`config.mk`:
```
export PLATFORM = sky130hd
export DESIGN_NAME = scc_top
export DESIGN_NICKNAME = d
export VERILOG_FILES = /design/src/rtl/scc_pkg.sv /design/src/rtl/scc_ctl_stage.sv /design/src/rtl/scc_top.sv
export SDC_FILE = /design/constraint.sdc
export NUM_CORES = 1
export LEC_CHECK = 0
export BUFFER_PORTS_ARGS = -buffer_cell sky130_fd_sc_hd__buf_2
export CORE_ASPECT_RATIO = 0.7
export CORE_MARGIN = 4
export CORE_UTILIZATION = 50
export DETAILED_ROUTE_END_ITERATION = 8
export PLACE_DENSITY = 0.8
export SYNTH_ARGS = -nofsm -noshare
export SYNTH_HDL_FRONTEND = slang
export SYNTH_SLANG_ARGS = --single-unit
```
`constraint.sdc`:
```
create_clock -name clk_i -period 2.77 [get_ports clk_i]
set_input_delay 0.4155 -clock clk_i [delete_from_list [all_inputs] [get_ports clk_i]]
set_output_delay 0.4155 -clock clk_i [all_outputs]
set_load 0.01 [all_outputs]
```
`src/rtl/scc_pkg.sv`:
```
package scc_pkg;
	// ==========================================
	// Widths
	localparam int SCC_DW = 8;
	localparam int SCC_CW = 7;
	localparam int SCC_AW = 2;

	// ==========================================
	// Register offsets
	localparam logic [1:0] SCC_ADDR_STATUS = 2'h0;
	localparam logic [1:0] SCC_ADDR_CONTROL = 2'h1;
	localparam logic [1:0] SCC_ADDR_MASK = 2'h2;
	localparam logic [1:0] SCC_ADDR_AUX = 2'h3;

	// ==========================================
	// Auxiliary control word fields and reset values
	localparam int SCC_AUX_W = 6;
	localparam int SCC_AUX_INT_EN = 4;
	localparam int SCC_AUX_RUN = 5;
	localparam int SCC_INT_BIT = 7;
	localparam logic [7:0] SCC_RST_STATUS = 8'h00;
	localparam logic [7:0] SCC_RST_CONTROL = 8'h00;
	localparam logic [6:0] SCC_RST_MASK = 7'h00;
	localparam logic [5:0] SCC_RST_AUX = 6'h00;
	localparam logic [6:0] SCC_TC_COUNT = 7'h00;

	// ==========================================
	// Modes
	typedef enum logic [1:0] {
		SCC_DIRECT = 2'b00,
		SCC_SYNC = 2'b01,
		SCC_DSYNC = 2'b10,
		SCC_PULSE = 2'b11
	} scc_ctl_mode_t;

	typedef enum logic [1:0] {
		SCC_OUT_CONTROL = 2'b00,
		SCC_OUT_COUNTER = 2'b01,
		SCC_OUT_PARALLEL = 2'b10,
		SCC_OUT_SPARE = 2'b11
	} scc_out_sel_t;

	// ==========================================
	// Carriers
	typedef struct packed {
		logic sel;
		logic wr;
		logic rd;
		logic [1:0] addr;
		logic [7:0] wdata;
	} scc_bus_t;

	typedef struct packed {
		logic [7:0] status_bit_capture_select;
		logic [7:0] ctrl_bit_mode_high;
		logic [7:0] ctrl_bit_mode_low;
		logic routed_reset_scope;
		scc_out_sel_t sc_output_select;
		logic tc_comb;
		logic ld_indep;
		logic en_used;
		logic ld_used;
	} scc_cfg_t;
endpackage

```
`src/rtl/scc_ctl_stage.sv`:
```
`timescale 1ns/100ps
module scc_ctl_stage (
	// Clock and reset
	input wire logic clk_i,
	input wire logic rst_n_i,
	input wire logic sc_tick_i,
	// Control bit
	input wire scc_pkg::scc_ctl_mode_t mode_i,
	input wire logic bit_i,
	input wire logic direct_i,
	input wire logic routed_reset_i,
	// Output
	output logic out_o,
	output logic pulse_done_o
);
	import scc_pkg::*;

	logic stage1;
	logic stage2;

	// ==========================================
	// Resampling registers
	always_ff @(posedge clk_i or negedge rst_n_i) begin
		if (!rst_n_i) begin
			stage1 <= 1'b0;
		end else if (routed_reset_i) begin
			stage1 <= 1'b0;
		end else if (sc_tick_i) begin
			if (mode_i == SCC_PULSE) begin
				stage1 <= bit_i & ~stage1;
			end else begin
				stage1 <= bit_i;
			end
		end
	end

	always_ff @(posedge clk_i or negedge rst_n_i) begin
		if (!rst_n_i) begin
			stage2 <= 1'b0;
		end else if (routed_reset_i) begin
			stage2 <= 1'b0;
		end else if (sc_tick_i) begin
			stage2 <= stage1;
		end
	end

	// Pulse ends at the tick closing its one full cycle
	assign pulse_done_o = (mode_i == SCC_PULSE) & sc_tick_i & stage1;

	always_comb begin
		unique case (mode_i)
			SCC_DIRECT: out_o = direct_i;
			SCC_SYNC: out_o = stage1;
			SCC_DSYNC: out_o = stage2;
			SCC_PULSE: out_o = stage1;
		endcase
	end

	// ==========================================
	// Checks
	a_pulse_one_cycle: assert property (
		@(posedge clk_i) disable iff (!rst_n_i)
		(sc_tick_i && mode_i == SCC_PULSE && stage1 && !routed_reset_i)
		|=> !stage1)
		else $error("pulse lasted more than one tick cycle");

	c_pulse: cover property (@(posedge clk_i) disable iff (!rst_n_i)
		mode_i == SCC_PULSE && pulse_done_o);
endmodule

```
`src/rtl/scc_top.sv`:
```
// Notes on behaviour
// - Eight-bit read-only status register from routing, zero after reset.
// - Per-bit select: zero reads live input, one captures highs, clears on read.
// - A clearing read clears only sticky bits that were set.
// - Sticky inputs sampled each status clock tick; highs held until cleared.
// - Status clear runs on the bus clock during the read, any mode.
// - Read data latched and held stable for the whole read access.
// - Interrupt is masked OR of low seven status bits; top bit reads it.
// - Eight-bit read/write control register driving routing, zero after reset.
// - Per-bit mode from high/low select: direct, synced, double, pulse.
// - Direct mode shows a control write on routing in the write cycle.
// - Synced mode resamples on status clock; double synced adds a stage.
// - Pulse mode outputs one full tick cycle after a write, then clears.
// - Pulse bit reads one until pulse ends; firmware waits before the next.
// - Routed reset clears output stage; scope one also clears control bit.
// - Counter mode: seven-bit down counter; count writable only when stopped.
// - At terminal count zero the period reloads into the count.
// - Run bit is the overriding enable; routed enable acts only under it.
// - Routed reload is level sensitive and beats terminal-count reload.
// - Count drives outputs 6:0, terminal count bit 7, registered or not.
// - By default reload needs the run bit and, if used, routed enable; alternately both independent.
// - Period N-1 divides by N; period zero gives constant terminal count.
// - Counter mode replaces control use and turns the mask into period.
`timescale 1ns/100ps
module scc_top (
	// Clock, reset and status clock enable
	input wire logic clk_i,
	input wire logic rst_n_i,
	input wire logic sc_tick_i,
	// Register access
	input wire scc_pkg::scc_bus_t bus_i,
	output logic [7:0] bus_rdata_o,
	// Configuration
	input wire scc_pkg::scc_cfg_t cfg_i,
	// Routing inputs
	input wire logic [7:0] status_in_i,
	input wire logic [7:0] dp_parallel_out_i,
	input wire logic routed_enable_i,
	input wire logic routed_reload_i,
	input wire logic routed_reset_i,
	// Routing outputs
	output logic [7:0] sc_routing_output_o,
	output logic irq_o
);
	import scc_pkg::*;

	logic [7:0] status_capture;
	logic [7:0] control_output;
	logic [6:0] mask;
	logic [5:0] aux_control_word;
	logic [7:0] rdata;
	logic rd_q;
	logic tc_reg;

	logic counter_mode;
	logic rd_start;
	logic wr_ctl;
	logic wr_mask;
	logic wr_aux;
	logic stat_clr_rd;
	logic [7:0] stat_view;
	logic [7:0] stat_set;
	logic [7:0] stat_clr;
	logic [7:0] next_status;
	logic [7:0] pulse_done;
	logic [7:0] ctl_out;
	logic counter_run;
	logic int_en;
	logic en_eff;
	logic ld_eff;
	logic tc_comb;
	logic tc;
	logic [6:0] counter_value;
	logic [6:0] counter_period;
	logic [6:0] next_count;

	// ==========================================
	// Register access decode
	assign counter_mode = cfg_i.sc_output_select == SCC_OUT_COUNTER;
	assign rd_start = bus_i.sel & bus_i.rd & ~rd_q;
	assign wr_ctl = bus_i.sel & bus_i.wr & (bus_i.addr == SCC_ADDR_CONTROL);
	assign wr_mask = bus_i.sel & bus_i.wr & (bus_i.addr == SCC_ADDR_MASK);
	assign wr_aux = bus_i.sel & bus_i.wr & (bus_i.addr == SCC_ADDR_AUX);
	assign stat_clr_rd = rd_start & (bus_i.addr == SCC_ADDR_STATUS);
	assign counter_run = aux_control_word[SCC_AUX_RUN];
	assign int_en = aux_control_word[SCC_AUX_INT_EN];
	assign counter_value = control_output[6:0];
	assign counter_period = mask;

	always_ff @(posedge clk_i or negedge rst_n_i) begin
		if (!rst_n_i) begin
			rd_q <= 1'b0;
		end else begin
			rd_q <= bus_i.sel & bus_i.rd;
		end
	end

	// ==========================================
	// Status capture
	// Only bits already set are cleared; a new sample in the same cycle wins
	assign stat_set = sc_tick_i ?
		(status_in_i & cfg_i.status_bit_capture_select) : 8'h00;
	assign stat_clr = stat_clr_rd ? status_capture : 8'h00;
	assign next_status = ((status_capture & ~stat_clr) | stat_set)
		& cfg_i.status_bit_capture_select;

	always_ff @(posedge clk_i or negedge rst_n_i) begin
		if (!rst_n_i) begin
			status_capture <= SCC_RST_STATUS;
		end else begin
			status_capture <= next_status;
		end
	end

	always_comb begin
		for (int i = 0; i < SCC_DW; i++) begin
			stat_view[i] = cfg_i.status_bit_capture_select[i] ?
				status_capture[i] : status_in_i[i];
		end
		// Interrupt unusable in counter mode since mask holds the period
		irq_o = int_en & ~counter_mode
			& (|(stat_view[6:0] & mask));
	end

	// ==========================================
	// Read latch
	always_ff @(posedge clk_i or negedge rst_n_i) begin
		if (!rst_n_i) begin
			rdata <= 8'h00;
		end else if (rd_start) begin
			unique case (bus_i.addr)
				SCC_ADDR_STATUS: rdata <= {irq_o, stat_view[6:0]};
				SCC_ADDR_CONTROL: rdata <= control_output;
				SCC_ADDR_MASK: rdata <= {1'b0, mask};
				SCC_ADDR_AUX: rdata <= {2'b00, aux_control_word};
			endcase
		end
	end
	assign bus_rdata_o = rdata;

	// ==========================================
	// Mask / period and auxiliary control
	always_ff @(posedge clk_i or negedge rst_n_i) begin
		if (!rst_n_i) begin
			mask <= SCC_RST_MASK;
		end else if (wr_mask) begin
			mask <= bus_i.wdata[6:0];
		end
	end

	always_ff @(posedge clk_i or negedge rst_n_i) begin
		if (!rst_n_i) begin
			aux_control_word <= SCC_RST_AUX;
		end else if (wr_aux) begin
			aux_control_word <= bus_i.wdata[5:0];
		end
	end

	// ==========================================
	// Counter
	assign en_eff = counter_run & (~cfg_i.en_used | routed_enable_i);
	assign ld_eff = cfg_i.ld_used & routed_reload_i
		& (cfg_i.ld_indep | en_eff);
	assign tc_comb = counter_value == SCC_TC_COUNT;

	always_comb begin
		next_count = counter_value;
		if (ld_eff) begin
			next_count = counter_period;
		end else if (en_eff) begin
			if (tc_comb) begin
				next_count = counter_period;
			end else begin
				next_count = counter_value - 7'h01;
			end
		end
	end

	// Registered terminal count follows the count it was computed from
	always_ff @(posedge clk_i or negedge rst_n_i) begin
		if (!rst_n_i) begin
			tc_reg <= 1'b0;
		end else if (counter_mode && sc_tick_i) begin
			tc_reg <= next_count == SCC_TC_COUNT;
		end
	end
	assign tc = cfg_i.tc_comb ? tc_comb : tc_reg;

	// ==========================================
	// Control register, shared with the count
	always_ff @(posedge clk_i or negedge rst_n_i) begin
		if (!rst_n_i) begin
			control_output <= SCC_RST_CONTROL;
		end else if (counter_mode) begin
			if (wr_ctl && !counter_run) begin
				control_output <= {1'b0, bus_i.wdata[6:0]};
			end else if (sc_tick_i) begin
				control_output <= {1'b0, next_count};
			end
		end else if (routed_reset_i && cfg_i.routed_reset_scope) begin
			control_output <= 8'h00;
		end else if (wr_ctl) begin
			control_output <= bus_i.wdata;
		end else begin
			control_output <= control_output & ~pulse_done;
		end
	end

	// ==========================================
	// Per-bit output stages
	generate
		for (genvar g = 0; g < SCC_DW; g++) begin : g_bit
			scc_ctl_stage u_stage (
				.clk_i(clk_i),
				.rst_n_i(rst_n_i),
				.sc_tick_i(sc_tick_i),
				.mode_i(scc_ctl_mode_t'({cfg_i.ctrl_bit_mode_high[g],
					cfg_i.ctrl_bit_mode_low[g]})),
				.bit_i(control_output[g]),
				.direct_i(wr_ctl ? bus_i.wdata[g] : control_output[g]),
				.routed_reset_i(routed_reset_i & ~counter_mode),
				.out_o(ctl_out[g]),
				.pulse_done_o(pulse_done[g])
			);
		end
	endgenerate

	always_comb begin
		unique case (cfg_i.sc_output_select)
			SCC_OUT_COUNTER: sc_routing_output_o = {tc, counter_value};
			SCC_OUT_PARALLEL: sc_routing_output_o = dp_parallel_out_i;
			SCC_OUT_CONTROL, SCC_OUT_SPARE: sc_routing_output_o = ctl_out;
		endcase
	end

	// ==========================================
	// Checks
	a_sticky_capture: assert property (
		@(posedge clk_i) disable iff (!rst_n_i)
		stat_set != 8'h00 |=> (status_capture & $past(stat_set))
		== $past(stat_set))
		else $error("sampled status high was not captured");

	a_sticky_hold: assert property (
		@(posedge clk_i) disable iff (!rst_n_i)
		(!stat_clr_rd && $stable(cfg_i.status_bit_capture_select))
		|=> (status_capture & $past(status_capture))
		== $past(status_capture))
		else $error("sticky status bit dropped without a read");

	a_clear_only_set: assert property (
		@(posedge clk_i) disable iff (!rst_n_i)
		(stat_clr_rd && !sc_tick_i) |=> status_capture == 8'h00)
		else $error("status read did not clear captured bits");

	a_rdata_stable: assert property (
		@(posedge clk_i) disable iff (!rst_n_i)
		(bus_i.sel && bus_i.rd && rd_q) |=> $stable(bus_rdata_o))
		else $error("read data changed during a read access");

	a_irq_masked_or: assert property (
		@(posedge clk_i) disable iff (!rst_n_i)
		(!counter_mode && int_en && (stat_view[6:0] & mask) != 7'h00)
		|-> irq_o)
		else $error("interrupt missing for masked status");

	a_irq_counter_off: assert property (
		@(posedge clk_i) disable iff (!rst_n_i)
		counter_mode |-> !irq_o)
		else $error("interrupt raised in counter mode");

	a_direct_write: assert property (
		@(posedge clk_i) disable iff (!rst_n_i)
		(wr_ctl && !counter_mode && cfg_i.sc_output_select == SCC_OUT_CONTROL
		&& !cfg_i.ctrl_bit_mode_high[0] && !cfg_i.ctrl_bit_mode_low[0])
		|-> sc_routing_output_o[0] == bus_i.wdata[0])
		else $error("direct write not on routing in write cycle");

	a_count_reload: assert property (
		@(posedge clk_i) disable iff (!rst_n_i)
		(counter_mode && sc_tick_i && en_eff && tc_comb && !wr_ctl)
		|=> counter_value == $past(counter_period))
		else $error("no period reload at terminal count");

	a_load_wins: assert property (
		@(posedge clk_i) disable iff (!rst_n_i)
		(counter_mode && sc_tick_i && ld_eff && !(wr_ctl && !counter_run))
		|=> counter_value == $past(counter_period))
		else $error("routed reload did not load the period");

	a_count_down: assert property (
		@(posedge clk_i) disable iff (!rst_n_i)
		(counter_mode && sc_tick_i && en_eff && !ld_eff && !tc_comb)
		|=> counter_value == $past(counter_value) - 7'h01)
		else $error("counter did not decrement by one");

	a_scope_reset: assert property (
		@(posedge clk_i) disable iff (!rst_n_i)
		(routed_reset_i && cfg_i.routed_reset_scope && !counter_mode)
		|=> control_output == 8'h00)
		else $error("scoped routed reset left control bits");

	a_ctl_readback: assert property (
		@(posedge clk_i) disable iff (!rst_n_i)
		(rd_start && bus_i.addr == SCC_ADDR_CONTROL)
		|=> bus_rdata_o == $past(control_output))
		else $error("control read did not return the stored bits");

	a_pulse_clear: assert property (
		@(posedge clk_i) disable iff (!rst_n_i)
		(!counter_mode && !wr_ctl && !routed_reset_i
		&& pulse_done != 8'h00)
		|=> (control_output & $past(pulse_done)) == 8'h00)
		else $error("pulse bit still set after its pulse");

	a_count_locked: assert property (
		@(posedge clk_i) disable iff (!rst_n_i)
		(counter_mode && counter_run && wr_ctl && !sc_tick_i)
		|=> $stable(counter_value))
		else $error("count written while the counter ran");

	a_run_gates_count: assert property (
		@(posedge clk_i) disable iff (!rst_n_i)
		(counter_mode && !counter_run && !ld_eff && !wr_ctl)
		|=> $stable(counter_value))
		else $error("stopped counter moved without a load");

	a_reload_gated: assert property (
		@(posedge clk_i) disable iff (!rst_n_i)
		(counter_mode && !cfg_i.ld_indep && !en_eff && !wr_ctl)
		|=> $stable(counter_value))
		else $error("routed reload acted without routed enable");

	a_tc_comb: assert property (
		@(posedge clk_i) disable iff (!rst_n_i)
		(counter_mode && cfg_i.tc_comb)
		|-> sc_routing_output_o[7] == (counter_value == SCC_TC_COUNT))
		else $error("combinational terminal count wrong");

	a_period_zero: assert property (
		@(posedge clk_i) disable iff (!rst_n_i)
		(counter_mode && sc_tick_i && counter_period == 7'h00
		&& counter_value == SCC_TC_COUNT) |=> tc_reg)
		else $error("zero period did not give constant terminal count");

	c_status_clear: cover property (@(posedge clk_i) disable iff (!rst_n_i)
		stat_clr_rd && status_capture != 8'h00);
	c_terminal_reload: cover property (@(posedge clk_i) disable iff (!rst_n_i)
		counter_mode && sc_tick_i && en_eff && tc_comb && !ld_eff);
	c_routed_load: cover property (@(posedge clk_i) disable iff (!rst_n_i)
		counter_mode && sc_tick_i && ld_eff && !tc_comb);
endmodule

```
==> results.sh <==
export IMPL_rsz0062_at_grt="false"
export IMPL_synth_flop_cell="dfrtp_1"
export IMPL_fin_crit_sh=0.898
export IMPL_htree_levels=2
export IMPL_layout_cells_non_filler=547
export IMPL_crit_slowest_cell="mux2_2"
export IMPL_track_usage=0.237
export IMPL_postCtsHoldBufs=0
export IMPL_p_leak_nw=1.96
export IMPL_dp_cells=539
export IMPL_worst_skew_pair_late_latency_ns=0.31
export IMPL_grt_most_used_layer="met2"
export IMPL_cp_start_kind="primary input"
export IMPL_cp_top_family="multiplexers"
export IMPL_fin_hold_ws_ns=0.121
export IMPL_synth_area_top_cells="dfrtp_1 (39%), mux2_2 (8.0%), mux2i_1 (7.1%)"
export IMPL_ant_nets=0
export IMPL_drive_gt1_frac=0.298
export IMPL_syn_cell_area_um2=3500
export IMPL_overflow=0
export IMPL_std_cell_rows=25
export IMPL_drc=0
export IMPL_via_per_inst=6.07
export IMPL_fmax_ghz=0.402
export IMPL_worstMarginPinSlew_ns=1.15
export IMPL_post_route_util=0.606
export IMPL_antenna_found_initial=0
export IMPL_grt_first_pass_wirelength_um=15800
export IMPL_finalCriticalPeriod_ns=2.49
export IMPL_firstDrtPassIters=6
export IMPL_cp_depth=9
export IMPL_grt_max_degree=29
export IMPL_cp_max_fo=15
export IMPL_syn_num_nets=446
export IMPL_initial_core_util=0.516
export IMPL_pwr_density_cell_nw_per_um2=559
export IMPL_slew_headroom=0.234
export IMPL_die_w_um=108
export IMPL_ys_seq_elements=54
export IMPL_cpPeakStageDelay_ns=0.38
export IMPL_cts_tree="yes"
export IMPL_tns_ns=0
export IMPL_path_buf_inv=3
export IMPL_async_flop_share=1.00
export IMPL_setup_viol=0
export IMPL_met3_usage=0.0468
export IMPL_fp_dieArea_um2=8430
export IMPL_cts_root_buf="clkbuf_8"
export IMPL_gp_congestion=0.901
export IMPL_wl_per_cell_um=18.1
export IMPL_drt_total_wl_um=9890
export IMPL_synth_edf_count=0
export IMPL_path_cells="buf_2 -> nand4b_1 -> buf_4 -> mux2_2 -> mux2i_1 -> o21ai_0 -> a221oi_1 -> a21oi_1 -> buf_2"
export IMPL_synth_largest_area_cell="dfrtp_1"
export IMPL_synthCells=376
export IMPL_ys_types=60
export IMPL_cts_buffers_inserted=5
export IMPL_die_h_um=78.0
export IMPL_cp_common_cell="buf_2"
export IMPL_area_growth_pct=17.4
export IMPL_hold_violations=0
export IMPL_ir_drop_mv=0.309
export IMPL_path_class="in2out"
export IMPL_status="complete, no violations"
export IMPL_slew_violations=0
export IMPL_grt_use_met1=0.350
export IMPL_cts_clk_slew_worst_paths_ns=0.10
export IMPL_reg2reg_depth=8
export IMPL_cts_sinks=54
export IMPL_cap_viol_max_count=0
export IMPL_synth_top_area_frac=0.386
export IMPL_clock_skew_ns=0.00760
export IMPL_io_buffers=80
export IMPL_synth_warning_count=0
export IMPL_vias=3322
export IMPL_core_area_um2=6790
export IMPL_final_nets=522
export IMPL_grt_use_met2=0.365
export IMPL_cts_path_max_buffers=2
export IMPL_first_iter_violations=404
export IMPL_ys_seq_area_frac=0.386
export IMPL_required_ns=2.35
export IMPL_cp_arrival_ns=2.07
export IMPL_ios=83
export IMPL_synth_area_per_cell_um2=9.32
export IMPL_hold_class="in2async"
export IMPL_hpwl_um=7730
export IMPL_grt_pass1_vias=3239
export IMPL_cp_end_kind="primary output"
export IMPL_diodes=0
export IMPL_cts_setup_buffers=0
export IMPL_post_cts_resized=0
[worst reg2reg max path, delay by kind of cell (launching register included)]
family,cells,cell delay (ns)
adder cells (fa/ha/maj),1,0.19
buffers and inverters,1,0.16
flip-flops,1,0.47
AND/OR/NAND/NOR,3,0.53
AO/OA/AOI/OAI,2,0.73
multiplexers,1,0.29
[final timing paths]
path | slack [ns] | to | start
worst min register to register | 0.49 | bus_rdata_o[3] | bus_rdata_o[3]
worst max-delay path | 0.28 | sc_routing_output_o[1] | bus_i[12]
max in group asynchronous | 2.06 | control_output[5] | rst_n_i
worst min-delay path | 0.12 | status_capture[0] | rst_n_i
min in group clk_i | 0.34 | status_capture[0] | cfg_i[23]
worst max register to register | 0.30 | tc_reg | control_output[1]
[synthesized netlist by cell type, drive strengths merged, types with 9 or more instances]
cell type / instances
nor2: 19
clkbuf: 15
a21oi: 25
mux2: 26
o21ai: 30
nor2b: 9
inv: 18
nand2: 37
dfrtp: 54
nand2b: 12
mux2i: 25
nand3: 18
[cells in the final DEF, fill, tap and decap left out, drive strengths merged, types with 4 or more instances in the layout]
master / count
buf: 92
dfrtp: 54
nand2: 37
o21ai: 30
mux2: 26
mux2i: 25
a21oi: 25
nor2: 19
inv: 18
nand3: 18
nand2b: 12
nor2b: 9
a221oi: 8
a22oi: 8
clkbuf: 7
a221o: 6
and2: 4
nand4: 4
ha: 4
[power breakdown]
| part | internal, W | total [W] | leakage, nW | switching, W |
|---|---|---|---|---|
| registers | 0.000902 | 0.00102 | 0.701 | 0.000120 |
| logic | 0.000374 | 0.000823 | 1.21 | 0.000449 |
| clock network | 0.000202 | 0.000457 | 0.0482 | 0.000254 |
[kinds of logic after synthesis]
logic type,synth area share
muxes,0.176
and+or+nand+nor,0.165
adders and majority gates,0.0143
DFF,0.386
AOI/OAI and AO/OA,0.209
buffers and inverters,0.0482
xor gates and xnor gates,0.00250
[final cells by class]
cell class	count	area, um2
Fill cell	622	2670
Multi-Input combinational cell	281	1980
Sequential cell	54	1350
Timing Repair Buffer	92	503
Tap cell	94	118
Clock buffer	7	86.3
Inverter	18	67.6
Clock inverter	1	5.00
[metal layers]
layer  vias to the layer above  wire [um]
li1                       1537          -
met1                      1612       4540
met2                       162       4390
met3                        11        892
met4                         0         69
met5                         -          0
[stage by stage]
step | setup WS (ns) | total power [W] | cell area (um2)
final | 0.283 | 0.00230 | 4120
after global routing | 0.133 | 0.00243 | 4120
after CTS | 0.347 | 0.00229 | 4120
after detailed placement | 0.350 | 0.00184 | 4020
after global placement | 0.397 | 0.00181 | 4020
after floorplan | 0.511 | 0.00155 | 3500
Power figures use the tool's default switching activity.
